`src/common/atf_pkg.sv`:
```
// Constants and carrier types for the async transmitter and flow control block
package atf_pkg;
  // Register addresses (byte addresses on the plain register port)
  localparam logic [7:0] ADDR_CONFIG = 8'h00;
  localparam logic [7:0] ADDR_FLOW_CHARS = 8'h04;
  localparam logic [7:0] ADDR_MASKS = 8'h08;
  localparam logic [7:0] ADDR_IMMEDIATE = 8'h0c;
  localparam logic [7:0] ADDR_TX_DATA = 8'h10;
  localparam logic [7:0] ADDR_STATUS = 8'h14;
  localparam logic [7:0] ADDR_EVENTS = 8'h18;
  // Config field positions
  localparam int CFG_LEN_LSB = 0;
  localparam int CFG_PAR_EN = 2;
  localparam int CFG_PAR_LSB = 3;
  localparam int CFG_TWO_STOP = 5;
  localparam int CFG_BREAK = 6;
  localparam int CFG_DISCARD = 7;
  localparam int CFG_INBAND = 8;
  localparam int CFG_FORCE_CTS = 9;
  localparam int CFG_AUTO_RTS = 10;
  localparam int CFG_RTS = 11;
  localparam logic [11:0] CFG_RESET = 12'h000;
  localparam logic [7:0] MASK_RESET = 8'h00;
  // Parity modes
  localparam logic [1:0] PAR_EVEN = 2'h0;
  localparam logic [1:0] PAR_ODD = 2'h1;
  localparam logic [1:0] PAR_MARK = 2'h2;
  localparam logic [1:0] PAR_SPACE = 2'h3;
  // Status bit positions
  localparam int ST_FLOW = 0;
  localparam int ST_PENDING = 1;
  localparam int ST_BUSY = 2;
  localparam int ST_BREAK_ACT = 3;
  localparam int ST_RTS = 4;
  // Event bit positions, cleared by writing ones
  localparam int EV_ALL_SENT = 0;
  localparam int EV_BREAK = 1;
  localparam int EV_BREAK_END = 2;
  localparam int EV_XON = 3;
  localparam int EV_XOFF = 4;
  localparam int EV_WIDTH = 5;
  // Shadow receive queue thresholds
  localparam logic [5:0] SHADOW_HIGH = 6'h14;
  localparam logic [5:0] SHADOW_EMPTY = 6'h00;

  typedef enum logic [3:0] {
    ATF_IDLE = 4'h1,
    ATF_START = 4'h2,
    ATF_DATA = 4'h4,
    ATF_TAIL = 4'h8
  } atf_tx_state_type;

  // One received character from the receiver front end
  typedef struct packed {
    logic valid;
    logic [7:0] data;
    logic parity_ok;
    logic framing_ok;
  } atf_rx_char_type;

  // Character handed on towards the receive queue
  typedef struct packed {
    logic valid;
    logic [7:0] data;
  } atf_rx_out_type;
endpackage

```
`src/rtl/atf_tx_flow.sv`:
```
// Async transmitter with break, in-band and out-of-band flow control
//
// The placing of the registers and strobed register access were decided locally.
`timescale 1ns/100ps
// Contract
// - Each character: start bit, data bits, optional parity, configured stop bits.
// - After all sent, line idles continuously at one.
// - Break control forces line low next edge, releases after clear.
// - All-zero framed character is break: not stored, break event raised; code takes only an all-zero character with a framing error as break.
// - Break stays active until a one arrives, then break-end event.
// - Flow characters compared only over configured character length.
// - Separate eight-bit masks, one means ignore, reset to zero.
// - Recognise flow char only if framed, masked match, parity good.
// - Flow characters stored unless discard control set.
// - Every recognised resume or pause sets its event bit.
// - With in-band enabled, pause stops after current char; resume restarts.
// - In-band enable resets to zero.
// - Toggling in-band enable either way puts transmitter in resume state.
// - Transmit only with clear-to-send low and, if enabled, resume state.
// - Force clear-to-send ignores the pin; in-band gating still applies.
// - Flow status reads zero in resume state, one in pause state.
// - Immediate char sent at once if idle, else after current; queue untouched.
// - Immediate char with empty queue returns to idle and flags all sent.
// - Immediate char goes even when paused, but only with clear-to-send low.
// - Immediate char eight bits, length significant, framed like queue chars.
// - Pending flag from acceptance until fully sent; software waits for zero.
// - Auto request-to-send: high at twenty shadow bytes, low when empty.
// - Five to eight data bits; even, odd, mark or space parity.
module atf_tx_flow #(
  parameter int BIT_CYCLES = 16
) (
  // Clock and reset
  input wire logic mclk,
  input wire logic rst_n,
  input wire logic clk_en,
  // Register port
  input wire logic [7:0] reg_addr,
  input wire logic [31:0] reg_wdata,
  input wire logic reg_wr,
  input wire logic reg_rd,
  output logic [31:0] reg_rdata,
  // Transmit queue source
  input wire logic tx_valid,
  input wire logic [7:0] tx_data,
  output logic tx_ready,
  // Received characters
  input wire atf_pkg::atf_rx_char_type rx_char,
  input wire logic rx_line,
  output atf_pkg::atf_rx_out_type rx_out,
  // Shadow receive queue level
  input wire logic [5:0] shadow_level,
  // Line pins
  input wire logic cts_n,
  output logic txd,
  output logic rts_n
);
  logic [11:0] cfg;
  logic [15:0] flow_char_values;
  logic [7:0] resume_char_mask;
  logic [7:0] pause_char_mask;
  logic [7:0] immediate_char_reg;
  logic immediate_char_pending;
  logic flow_state_flag;
  logic [atf_pkg::EV_WIDTH-1:0] events;
  logic break_active;
  logic cts_meta;
  logic cts_sync;
  atf_pkg::atf_tx_state_type state;
  logic [7:0] shift;
  logic [3:0] bit_idx;
  logic [15:0] bit_cnt;
  logic cur_immediate;
  logic [7:0] hold_data;
  logic hold_valid;
  logic wr_config;
  logic wr_events;
  logic wr_imm;
  logic [3:0] n_data;
  logic [3:0] n_tail;
  logic bit_end;
  logic may_send;
  logic may_imm;
  logic par_bit;
  logic xon_hit;
  logic xoff_hit;
  logic is_break;
  logic [atf_pkg::EV_WIDTH-1:0] ev_set;

  // Character length as a mask of significant data bits
  function automatic logic [7:0] len_mask(input logic [1:0] len_sel);
    len_mask = 8'hff >> (2'h3 - len_sel);
  endfunction

  function automatic logic flow_match(input logic [7:0] rx, input logic [7:0] ref_c,
                                      input logic [7:0] msk, input logic [1:0] len_sel);
    flow_match = (((rx ^ ref_c) & ~msk & len_mask(len_sel)) == 8'h00);
  endfunction

  function automatic logic break_ctl();
    break_ctl = cfg[atf_pkg::CFG_BREAK];
  endfunction

  assign wr_config = reg_wr && (reg_addr == atf_pkg::ADDR_CONFIG);
  assign wr_events = reg_wr && (reg_addr == atf_pkg::ADDR_EVENTS);
  assign wr_imm = reg_wr && (reg_addr == atf_pkg::ADDR_IMMEDIATE) && !immediate_char_pending;
  assign n_data = 4'h5 + {2'h0, cfg[atf_pkg::CFG_LEN_LSB +: 2]};
  assign n_tail = {3'h0, cfg[atf_pkg::CFG_PAR_EN]} + (cfg[atf_pkg::CFG_TWO_STOP] ? 4'h2 : 4'h1);
  assign bit_end = (bit_cnt == 16'(BIT_CYCLES - 1));
  // Pin only looked at between characters
  assign may_imm = !cts_sync || cfg[atf_pkg::CFG_FORCE_CTS];
  assign may_send = may_imm && !(cfg[atf_pkg::CFG_INBAND] && flow_state_flag);

  always_comb begin
    case (cfg[atf_pkg::CFG_PAR_LSB +: 2])
      atf_pkg::PAR_EVEN: par_bit = ^(shift & len_mask(cfg[1:0]));
      atf_pkg::PAR_ODD: par_bit = ~^(shift & len_mask(cfg[1:0]));
      atf_pkg::PAR_MARK: par_bit = 1'b1;
      default: par_bit = 1'b0;
    endcase
  end

  // Receive side recognition
  assign is_break = rx_char.valid && !rx_char.framing_ok
                    && ((rx_char.data & len_mask(cfg[1:0])) == 8'h00);
  assign xon_hit = rx_char.valid && rx_char.framing_ok && rx_char.parity_ok
                   && flow_match(rx_char.data, flow_char_values[7:0], resume_char_mask, cfg[1:0]);
  assign xoff_hit = rx_char.valid && rx_char.framing_ok && rx_char.parity_ok && !xon_hit
                    && flow_match(rx_char.data, flow_char_values[15:8], pause_char_mask, cfg[1:0]);

  always_ff @(posedge mclk or negedge rst_n) begin
    if (!rst_n) begin
      cts_meta <= 1'b1;
      cts_sync <= 1'b1;
    end else if (clk_en) begin
      cts_meta <= cts_n;
      cts_sync <= cts_meta;
    end
  end

  // Configuration and flow registers
  always_ff @(posedge mclk or negedge rst_n) begin
    if (!rst_n) begin
      cfg <= atf_pkg::CFG_RESET;
      flow_char_values <= 16'h0000;
      resume_char_mask <= atf_pkg::MASK_RESET;
      pause_char_mask <= atf_pkg::MASK_RESET;
    end else if (clk_en && reg_wr) begin
      if (reg_addr == atf_pkg::ADDR_CONFIG) begin
        cfg <= reg_wdata[11:0];
      end else if (reg_addr == atf_pkg::ADDR_FLOW_CHARS) begin
        flow_char_values <= reg_wdata[15:0];
      end else if (reg_addr == atf_pkg::ADDR_MASKS) begin
        resume_char_mask <= reg_wdata[7:0];
        pause_char_mask <= reg_wdata[15:8];
      end
    end
  end

  // Flow state: pause takes effect when the next character would start
  always_ff @(posedge mclk or negedge rst_n) begin
    if (!rst_n) begin
      flow_state_flag <= 1'b0;
    end else if (clk_en) begin
      // Toggle acts at the write itself, so a status read right after it is current
      if (wr_config && (reg_wdata[atf_pkg::CFG_INBAND] != cfg[atf_pkg::CFG_INBAND])) begin
        flow_state_flag <= 1'b0;
      end else if (cfg[atf_pkg::CFG_INBAND] && xoff_hit) begin
        flow_state_flag <= 1'b1;
      end else if (cfg[atf_pkg::CFG_INBAND] && xon_hit) begin
        flow_state_flag <= 1'b0;
      end
    end
  end

  // Break condition tracking
  always_ff @(posedge mclk or negedge rst_n) begin
    if (!rst_n) begin
      break_active <= 1'b0;
    end else if (clk_en) begin
      if (is_break) begin
        break_active <= 1'b1;
      end else if (break_active && rx_line) begin
        break_active <= 1'b0;
      end
    end
  end

  // Received characters forwarded, break and discarded flow chars dropped
  always_ff @(posedge mclk or negedge rst_n) begin
    if (!rst_n) begin
      rx_out <= '0;
    end else if (clk_en) begin
      rx_out.valid <= rx_char.valid && !is_break
                      && !(cfg[atf_pkg::CFG_DISCARD] && (xon_hit || xoff_hit));
      rx_out.data <= rx_char.data & len_mask(cfg[1:0]);
    end
  end

  // Immediate character register and pending flag
  always_ff @(posedge mclk or negedge rst_n) begin
    if (!rst_n) begin
      immediate_char_reg <= 8'h00;
      immediate_char_pending <= 1'b0;
    end else if (clk_en) begin
      if (wr_imm) begin
        immediate_char_reg <= reg_wdata[7:0];
        immediate_char_pending <= 1'b1;
      end else if (state == atf_pkg::ATF_TAIL && cur_immediate && bit_end && bit_idx == n_tail - 4'h1) begin
        immediate_char_pending <= 1'b0;
      end
    end
  end

  // One-deep holding slot; ready is a flop kept as the inverse of the slot flag
  always_ff @(posedge mclk or negedge rst_n) begin
    if (!rst_n) begin
      hold_valid <= 1'b0;
      hold_data <= 8'h00;
      tx_ready <= 1'b1;
    end else if (clk_en) begin
      if (tx_valid && !hold_valid) begin
        hold_valid <= 1'b1;
        hold_data <= tx_data;
        tx_ready <= 1'b0;
      end else if (state == atf_pkg::ATF_IDLE && hold_valid && may_send
                   && !immediate_char_pending && !break_ctl()) begin
        hold_valid <= 1'b0;
        tx_ready <= 1'b1;
      end
    end
  end

  // Transmit character sequencer
  always_ff @(posedge mclk or negedge rst_n) begin
    if (!rst_n) begin
      state <= atf_pkg::ATF_IDLE;
      shift <= 8'h00;
      bit_idx <= 4'h0;
      bit_cnt <= 16'h0000;
      cur_immediate <= 1'b0;
    end else if (clk_en) begin
      case (state)
        atf_pkg::ATF_IDLE: begin
          bit_cnt <= 16'h0000;
          bit_idx <= 4'h0;
          if (!break_ctl() && immediate_char_pending && may_imm) begin
            shift <= immediate_char_reg;
            cur_immediate <= 1'b1;
            state <= atf_pkg::ATF_START;
          end else if (!break_ctl() && hold_valid && may_send && !immediate_char_pending) begin
            shift <= hold_data;
            cur_immediate <= 1'b0;
            state <= atf_pkg::ATF_START;
          end
        end
        atf_pkg::ATF_START: begin
          bit_cnt <= bit_end ? 16'h0000 : bit_cnt + 16'h0001;
          if (bit_end) begin
            state <= atf_pkg::ATF_DATA;
          end
        end
        atf_pkg::ATF_DATA: begin
          bit_cnt <= bit_end ? 16'h0000 : bit_cnt + 16'h0001;
          if (bit_end) begin
            bit_idx <= (bit_idx == n_data - 4'h1) ? 4'h0 : bit_idx + 4'h1;
            if (bit_idx == n_data - 4'h1) begin
              state <= atf_pkg::ATF_TAIL;
            end
          end
        end
        atf_pkg::ATF_TAIL: begin
          bit_cnt <= bit_end ? 16'h0000 : bit_cnt + 16'h0001;
          if (bit_end) begin
            bit_idx <= bit_idx + 4'h1;
            if (bit_idx == n_tail - 4'h1) begin
              state <= atf_pkg::ATF_IDLE;
            end
          end
        end
        default: state <= atf_pkg::ATF_IDLE;
      endcase
    end
  end

  // Serial output from a flip-flop; break overrides everything
  always_ff @(posedge mclk or negedge rst_n) begin
    if (!rst_n) begin
      txd <= 1'b1;
    end else if (clk_en) begin
      if (break_ctl()) begin
        txd <= 1'b0;
      end else begin
        case (state)
          atf_pkg::ATF_START: txd <= bit_end ? shift[0] : 1'b0;
          atf_pkg::ATF_DATA: begin
            if (bit_end && bit_idx == n_data - 4'h1) begin
              txd <= cfg[atf_pkg::CFG_PAR_EN] ? par_bit : 1'b1;
            end else begin
              txd <= bit_end ? shift[bit_idx[2:0] + 3'h1] : shift[bit_idx[2:0]];
            end
          end
          atf_pkg::ATF_TAIL: begin
            if (!bit_end && bit_idx == 4'h0 && cfg[atf_pkg::CFG_PAR_EN]) begin
              txd <= par_bit;
            end else begin
              txd <= 1'b1;
            end
          end
          atf_pkg::ATF_IDLE: txd <= (immediate_char_pending && may_imm) || (hold_valid && may_send) ? 1'b0 : 1'b1;
          default: txd <= 1'b1;
        endcase
      end
    end
  end

  // Auto request-to-send from the shadow queue level
  always_ff @(posedge mclk or negedge rst_n) begin
    if (!rst_n) begin
      rts_n <= 1'b1;
    end else if (clk_en) begin
      if (!cfg[atf_pkg::CFG_AUTO_RTS]) begin
        rts_n <= !cfg[atf_pkg::CFG_RTS];
      end else if (!cfg[atf_pkg::CFG_RTS]) begin
        if (shadow_level >= atf_pkg::SHADOW_HIGH) begin
          rts_n <= 1'b1;
        end else if (shadow_level == atf_pkg::SHADOW_EMPTY) begin
          rts_n <= 1'b0;
        end
      end
    end
  end

  // Sticky events; a new event wins over a write-one clear
  always_comb begin
    ev_set = '0;
    ev_set[atf_pkg::EV_ALL_SENT] = (state == atf_pkg::ATF_TAIL) && bit_end && (bit_idx == n_tail - 4'h1)
                                   && !hold_valid && !tx_valid;
    ev_set[atf_pkg::EV_BREAK] = is_break && !break_active;
    ev_set[atf_pkg::EV_BREAK_END] = break_active && rx_line && !is_break;
    ev_set[atf_pkg::EV_XON] = xon_hit;
    ev_set[atf_pkg::EV_XOFF] = xoff_hit;
  end

  always_ff @(posedge mclk or negedge rst_n) begin
    if (!rst_n) begin
      events <= '0;
    end else if (clk_en) begin
      events <= (events & ~(wr_events ? reg_wdata[atf_pkg::EV_WIDTH-1:0] : '0)) | ev_set;
    end
  end

  // Read port, data one cycle after the strobe
  always_ff @(posedge mclk or negedge rst_n) begin
    if (!rst_n) begin
      reg_rdata <= 32'h0000_0000;
    end else if (clk_en) begin
      reg_rdata <= 32'h0000_0000;
      if (reg_rd) begin
        if (reg_addr == atf_pkg::ADDR_CONFIG) begin
          reg_rdata <= {20'h00000, cfg};
        end else if (reg_addr == atf_pkg::ADDR_FLOW_CHARS) begin
          reg_rdata <= {16'h0000, flow_char_values};
        end else if (reg_addr == atf_pkg::ADDR_MASKS) begin
          reg_rdata <= {16'h0000, pause_char_mask, resume_char_mask};
        end else if (reg_addr == atf_pkg::ADDR_IMMEDIATE) begin
          reg_rdata <= {24'h000000, immediate_char_reg};
        end else if (reg_addr == atf_pkg::ADDR_STATUS) begin
          reg_rdata <= {27'h0000000, !rts_n, break_active, state != atf_pkg::ATF_IDLE,
                        immediate_char_pending, flow_state_flag};
        end else if (reg_addr == atf_pkg::ADDR_EVENTS) begin
          reg_rdata <= {27'h0000000, events};
        end
      end
    end
  end
endmodule

```
`config.mk`:
```
export PLATFORM = sky130hd
export DESIGN_NAME = atf_tx_flow
export DESIGN_NICKNAME = d
export VERILOG_FILES = /design/src/common/atf_pkg.sv /design/src/rtl/atf_tx_flow.sv
export SDC_FILE = /design/constraint.sdc
export NUM_CORES = 1
export LEC_CHECK = 0
export BUFFER_PORTS_ARGS = -buffer_cell sky130_fd_sc_hd__clkbuf_2
export CAP_MARGIN = 20
export CORE_MARGIN = 2
export CORE_UTILIZATION = 30
export CTS_BUF_LIST = sky130_fd_sc_hd__clkbuf_2 sky130_fd_sc_hd__clkbuf_4 sky130_fd_sc_hd__clkbuf_8
export CTS_CLUSTER_DIAMETER = 40
export DETAILED_ROUTE_END_ITERATION = 10
export PLACE_DENSITY = 0.46
export SLEW_MARGIN = 20
export SYNTH_ARGS = -nofsm -noshare
export SYNTH_HDL_FRONTEND = slang
export SYNTH_SLANG_ARGS = --single-unit
```
`constraint.sdc`:
```
create_clock -name mclk -period 2.6 [get_ports mclk]
set_input_delay 0.39 -clock mclk [delete_from_list [all_inputs] [get_ports mclk]]
set_output_delay 0.39 -clock mclk [all_outputs]
set_load 0.01 [all_outputs]
```
Yosys cells after proc, flatten, opt, wreduce, memory -nomap -nowiden. Cells that the tools add are included.

Shifts and indexed selects: 1. Add/sub/neg operators: 8. Reduce and logical (&&, ||, !) cells: 93. Bitwise gates (word level): 15. $lt $le $gt $ge: 3. Mux-type cells: 55. Equality and inequality tests: 24.

Operators with widths (number): $mux W16 (5); $and A8 B8 Y8 (6); $logic_and A1 B1 Y1 (45); $mux W4 (10); $logic_not A8 Y1 (4); $pmux W16 S2 (1); $mux W1 (26); $mux W8 (3); $add A16 B1 Y16 const B (1); $eq A16 B4 Y1 const B (1); $eq A8 B4 Y1 const B (2); $eq A8 B5 Y1 const B (2); $not A8 Y8 (2); $pmux W4 S4 (1); $reduce_and A2 Y1 (8); $xor A8 B8 Y8 (2); $mux W5 (3); $logic_not A1 Y1 (14); $pmux W4 S3 (1); $ne A2 B2 Y1 const B (5); $reduce_bool A2 Y1 (5); $reduce_and A3 Y1 (3); $eq A4 B4 Y1 (2); $eq A8 B3 Y1 const B (1); other kinds (38) (46).

Word-level logic and storage cells: 223. Input bits: 73. Output and inout port bits: 44. Bits in registers: 148.

Logic depth before layout (Yosys ltp).
Depth in word-level cells: 12. Depth in mapped cells: 8. Gate-level depth less buffers: 8.

Least setup slack after synthesis. No wires, ideal clock.

Kind: input to register. Start: input port reg_addr[0]. End: register pause_char_mask[0]. Required time: 2.475 ns. Library setup time: 0.125 ns. Arrival time: 2.207 ns. Buffers on the path: 2. Stages on the path: 6. Path slack: 0.268 ns. Path through: or4_4 > or3_1 > buf_6 > nor3_4 > buf_6 > mux2_2.

Cells in the longest elaborated chain, start to end: 3. Elaborated cells between the ends (all ways): 6. Those cells by class: eq/ne (2); bitwise (2); reduce/logical (2).

Ends and longest elaborated chain: start: declaration (line atf_tx_flow.sv:37) `input wire logic [7:0] reg_addr,`; $eq A8 B3 Y1 / $logic_not A8 Y1 (equally long branches) (line atf_tx_flow.sv:150, atf_tx_flow.sv:148); $not A1 Y1 (no line); $reduce_and A4 Y1 (no line) (*); end signal: assignment (line atf_tx_flow.sv:146) `pause_char_mask <= atf_pkg::MASK_RESET;`; end signal: assignment (line atf_tx_flow.sv:154) `pause_char_mask <= reg_wdata[15:8];`; end: declaration (line atf_tx_flow.sv:60) `logic [7:0] pause_char_mask;`.

Every way passes the cells marked *; elsewhere a longest branch is shown, timed or not. A chain may end at the register's enable or synchronous reset.

Worst setup path after layout.
Start: register cfg[1]. End: register rx_out[8] (netlist bit).

Cells in the longest elaborated chain, start to end: 12. Elaborated cells between the ends (all ways): 19. Those cells by class: add/sub (1); shift (1); bitwise (3); reduce/logical (14).

Ends and longest elaborated chain: start: declaration (line atf_tx_flow.sv:57) `logic [11:0] cfg;`; start signal: assignment (line atf_tx_flow.sv:143) `cfg <= atf_pkg::CFG_RESET;`; start signal: assignment (line atf_tx_flow.sv:149) `cfg <= reg_wdata[11:0];`; $sub A2 B2 Y2 (*) (line atf_tx_flow.sv:91) `len_mask = 8'hff >> (2'h3 - len_sel);`; $shr A8 B2 Y8 (*) (line atf_tx_flow.sv:91); $and A8 B8 Y8 (line atf_tx_flow.sv:96) `flow_match = (((rx ^ ref_c) & ~msk & len_mask(len_sel)) == 8'h00);`; $logic_not A8 Y1 (line atf_tx_flow.sv:96); $logic_and A1 B1 Y1 (line atf_tx_flow.sv:126) `&& flow_match(rx_char.data, flow_char_values[7:0], resume_char_mask, cfg[1:0]);`; $logic_not A1 Y1 (line atf_tx_flow.sv:127) `assign xoff_hit = rx_char.valid && rx_char.framing_ok && rx_char.parity_ok && !xon_hit`; $logic_and A1 B1 Y1 (line atf_tx_flow.sv:127); $logic_and A1 B1 Y1 (line atf_tx_flow.sv:128) `&& flow_match(rx_char.data, flow_char_values[15:8], pause_char_mask, cfg[1:0]);`; $logic_or A1 B1 Y1 (line atf_tx_flow.sv:194) `&& !(cfg[atf_pkg::CFG_DISCARD] && (xon_hit || xoff_hit));`; $logic_and A1 B1 Y1 (line atf_tx_flow.sv:194); $logic_not A1 Y1 (line atf_tx_flow.sv:194); $logic_and A1 B1 Y1 (*) (line atf_tx_flow.sv:194); end: declaration (line atf_tx_flow.sv:49) `output atf_pkg::atf_rx_out_type rx_out,`.

Marked as above.

==> summary.json <==
{
  "timing": {
    "maxSlewViolCount": 0,
    "worst_slack_ns": 0.344,
    "finalSetupViolations": 0,
    "peak_freq_ghz": 0.443,
    "worst_slew_margin_rel_pct": 53.5,
    "tightestPinTransition_ns": 0.696,
    "finalHoldViolCount": 0,
    "min_period_over_period_pct": 86.8,
    "finalClockSkew_ns": 0.0151,
    "setup-tns-final_ns": 0,
    "minimum_clock_period_ns": 2.26,
    "grt_setup_unrepaired": "no"
  },
  "route": {
    "top_layer": "met4",
    "viasPerCell": 4.90,
    "met1_length_um": 9060,
    "num_vias": 5200,
    "dr_wl_met3_um": 768,
    "routed_wl_um": 19200,
    "wire_per_inst_um": 18.1,
    "dr.first_iter.drc_count": 307,
    "final_antenna_net_count": 0,
    "wl_met2_um": 9170,
    "detailedRoute.firstPassIterationCount": 4,
    "drcViolationCount": 0
  },
  "job": {
    "cap_viol_max_count": 0
  },
  "global_route": {
    "first_global_vias": 5404,
    "gr-usage-all-layers_pct": 16.2,
    "grt.overflow.total": 0,
    "grt_start_max_net_pins": 57,
    "grt_pass1_wl_um": 30500,
    "number_of_antenna_violations_at_the_first_check_in_global_routing": 0
  },
  "placed_design": {
    "dp_slack_ns": 0.106,
    "detailed_place_hpwl_um": 14200,
    "dp.cells": 1029,
    "numPortBuffers": 84,
    "post_dp_cell_area_mm2": 0.00785,
    "final_weighted_congestion_in_routability_driven_placement": 0.844
  },
  "clocking": {
    "cts_max_path_buffers": 2,
    "tritoncts": "built",
    "cts.sink_count": 132,
    "worst_skew_pair.late_latency_ns": 0.44,
    "clock-root-buffer": "clkbuf_8",
    "numCtsBuffers": 17,
    "clock_pin_slew_of_the_registers_on_the_worst_case_setup_and_hold_paths_ns": 0.09,
    "cts.htree.levels": 4
  },
  "worst_setup_path": {
    "worst_path_most_repeated_cell": "or4_1",
    "worst_path_dominant_cell_family": "simple AND/OR/NAND/NOR gates",
    "r2r_cells": 6,
    "critPathMaxFanout": 7,
    "crit_path_cell_trace": "nand2_1 > nor3_1 > or4_1 > or4_1 > a21boi_0 > o32ai_1",
    "reg2reg_to": "rx_out[8]$_DFFE_PN0P_",
    "worst-setup-path-type": "flop to flop",
    "critical_path.max_stage_delay_ns": 0.52,
    "worst_setup_path_start_kind": "flop",
    "worst_ep_arrival_time_ns": 2.57,
    "cp_slowest_cell": "or4_1",
    "endpoint_kind": "flop",
    "timing.reg2reg.setup_slack_ns": 0.34,
    "crit_buf_inv": 0,
    "critical_path_required_ns": 2.91,
    "worst_r2r_startpoint": "cfg[1]$_DFFE_PN0P_"
  },
  "floorplanning": {
    "initial_core_util_pct": 30.2,
    "ioPinCount": 117,
    "num_rows": 56,
    "design.die.area_mm2": 0.0247,
    "dieWidth_um": 157,
    "core_area_mm2": 0.0233,
    "die_h_um": 157
  },
  "yosys": {
    "synth_largest_type_area_fraction_pct": 44.9,
    "synth_seq_area_share_pct": 47.1,
    "synthDominantAreaCellType": "dfrtp_1",
    "netlist_top_cells_count": "dfrtp_1, mux2_2, nand2_1, nor2_1, a21oi_1",
    "asyncSetResetFlopFracSynth_pct": 100,
    "synth-edff-count": 0,
    "post_synth_inst_count": 633,
    "synth.cell_area_mm2": 0.00703,
    "synth_area_per_cell_um2": 11.1,
    "ys_warn_count": 0,
    "postSynthRegisterBits": 132,
    "ys_top_cells_by_area": "dfrtp_1, mux2_2, xnor2_1",
    "top_reg_cell_synth": "dfrtp_1",
    "netlist-cell-type-count": 71,
    "post-synth-top-count-cell": "dfrtp_1"
  },
  "layout": {
    "final_nets": 808,
    "final_util_pct": 35.5,
    "finalNonFillerCells": 1062,
    "reg.largest.list": "bit_cnt x16, flow_char_values x16, reg_rdata x16",
    "area_of_all_placed_cells_without_fillers_mm2": 0.00825,
    "area_growth_pct": 17.5,
    "post_route_cells_drive_above_1_share_pct": 31.8,
    "n_antenna_cell": 0
  },
  "worst_hold_path": {
    "whs_endpoint": "hold_data[4]$_DFFE_PN0P_",
    "min_path_cells": 2,
    "hold_path_startpoint": "tx_data[4]",
    "hp-class": "input pin to flop"
  },
  "outcome": {
    "outcome": "completed"
  },
  "power": {
    "cellLeakagePower_nw": 3.73,
    "irDropWorstVdd_mv": 0.251,
    "power.density_mw_per_mm2": 666
  }
}
-- power breakdown --
group | switching [mW] | total (mW) | internal, mW | leakage, nW
registers | 0.245 | 2.54 | 2.29 | 1.76
clock network | 0.885 | 1.76 | 0.873 | 0.198
logic | 0.626 | 1.20 | 0.575 | 1.77
total | 1.76 | 5.49 | 3.74 | 3.73
-- how the worst max path moves through the flow --
stage,from,endpoint,cells past startpoint
CTS,cfg[1]$_DFFE_PN0P_,rx_out[8]$_DFFE_PN0P_,6
global route,bit_cnt[0]$_DFFE_PN0P_,state[0]$_DFFE_PN1P_,7
floorplan,reg_addr[0],pause_char_mask[0]$_DFFE_PN0P_,6
global placement,reg_addr[0],immediate_char_reg[5]$_DFFE_PN0P_,6
detailed placement,reg_addr[0],immediate_char_reg[4]$_DFFE_PN0P_,6
finish,cfg[1]$_DFFE_PN0P_,rx_out[8]$_DFFE_PN0P_,6
-- cell usage in the layout (no fill, tap or decap), drive strengths merged, types with 7 or more instances in the layout --
cell | netlist | layout
dfrtp | 126 | 126
clkbuf | 13 | 101
mux2 | 70 | 70
nand2 | 50 | 50
nor2 | 38 | 38
a21oi | 36 | 36
xnor2 | 27 | 27
inv | 23 | 27
buf | 33 | 25
o21ai | 22 | 22
o2bb2ai | 21 | 21
conb | 1 | 16
nand3 | 16 | 16
mux2i | 15 | 15
nor3 | 12 | 12
a22oi | 10 | 10
or3 | 8 | 8
nand2b | 8 | 8
mux4 | 8 | 8
o22ai | 7 | 7
-- through the flow --
| stage | total power, mW | hold WS [ns] |
|---|---|---|
| global placement | 3.75 | 0.405 |
| detailed placement | 3.79 | 0.405 |
| floorplan | 3.38 | 0.0944 |
| global route | 5.83 | 0.144 |
| CTS | 5.57 | 0.146 |
| finish | 5.49 | 0.175 |
-- cell type report --
class | count | area (um2)
clock buffer | 18 | 241
clock inverter | 14 | 151
fill | 2381 | 15000
inverter | 23 | 86.3
multi-input combinational | 447 | 3410
sequential | 132 | 3310
tap | 319 | 399
timing repair buffer | 109 | 654
-- cells by family after synthesis --
logic type | share of synthesized area, %
AND/OR/NAND/NOR | 13.1
flip-flops | 47.1
AO/OA/AOI/OAI | 12.8
multiplexers | 16.5
buffers and inverters | 5.15
XOR/XNOR | 4.43
adder cells (fa/ha/maj) | 0.890
other | 0.0534
-- metal layers --
layer  GRT usage [%]  up-vias
li1                -     2470
met1            21.8     2608
met2            26.4      108
met3            3.88       14
met4            3.77        0
met5               0        -
-- repair_timing --
item	CTS	global route
hold buffers	1	0
gates resized for setup	0	0
endpoints found under the hold margin	49	0
buffers inserted	0	0
Power figures use the tool's default switching activity.
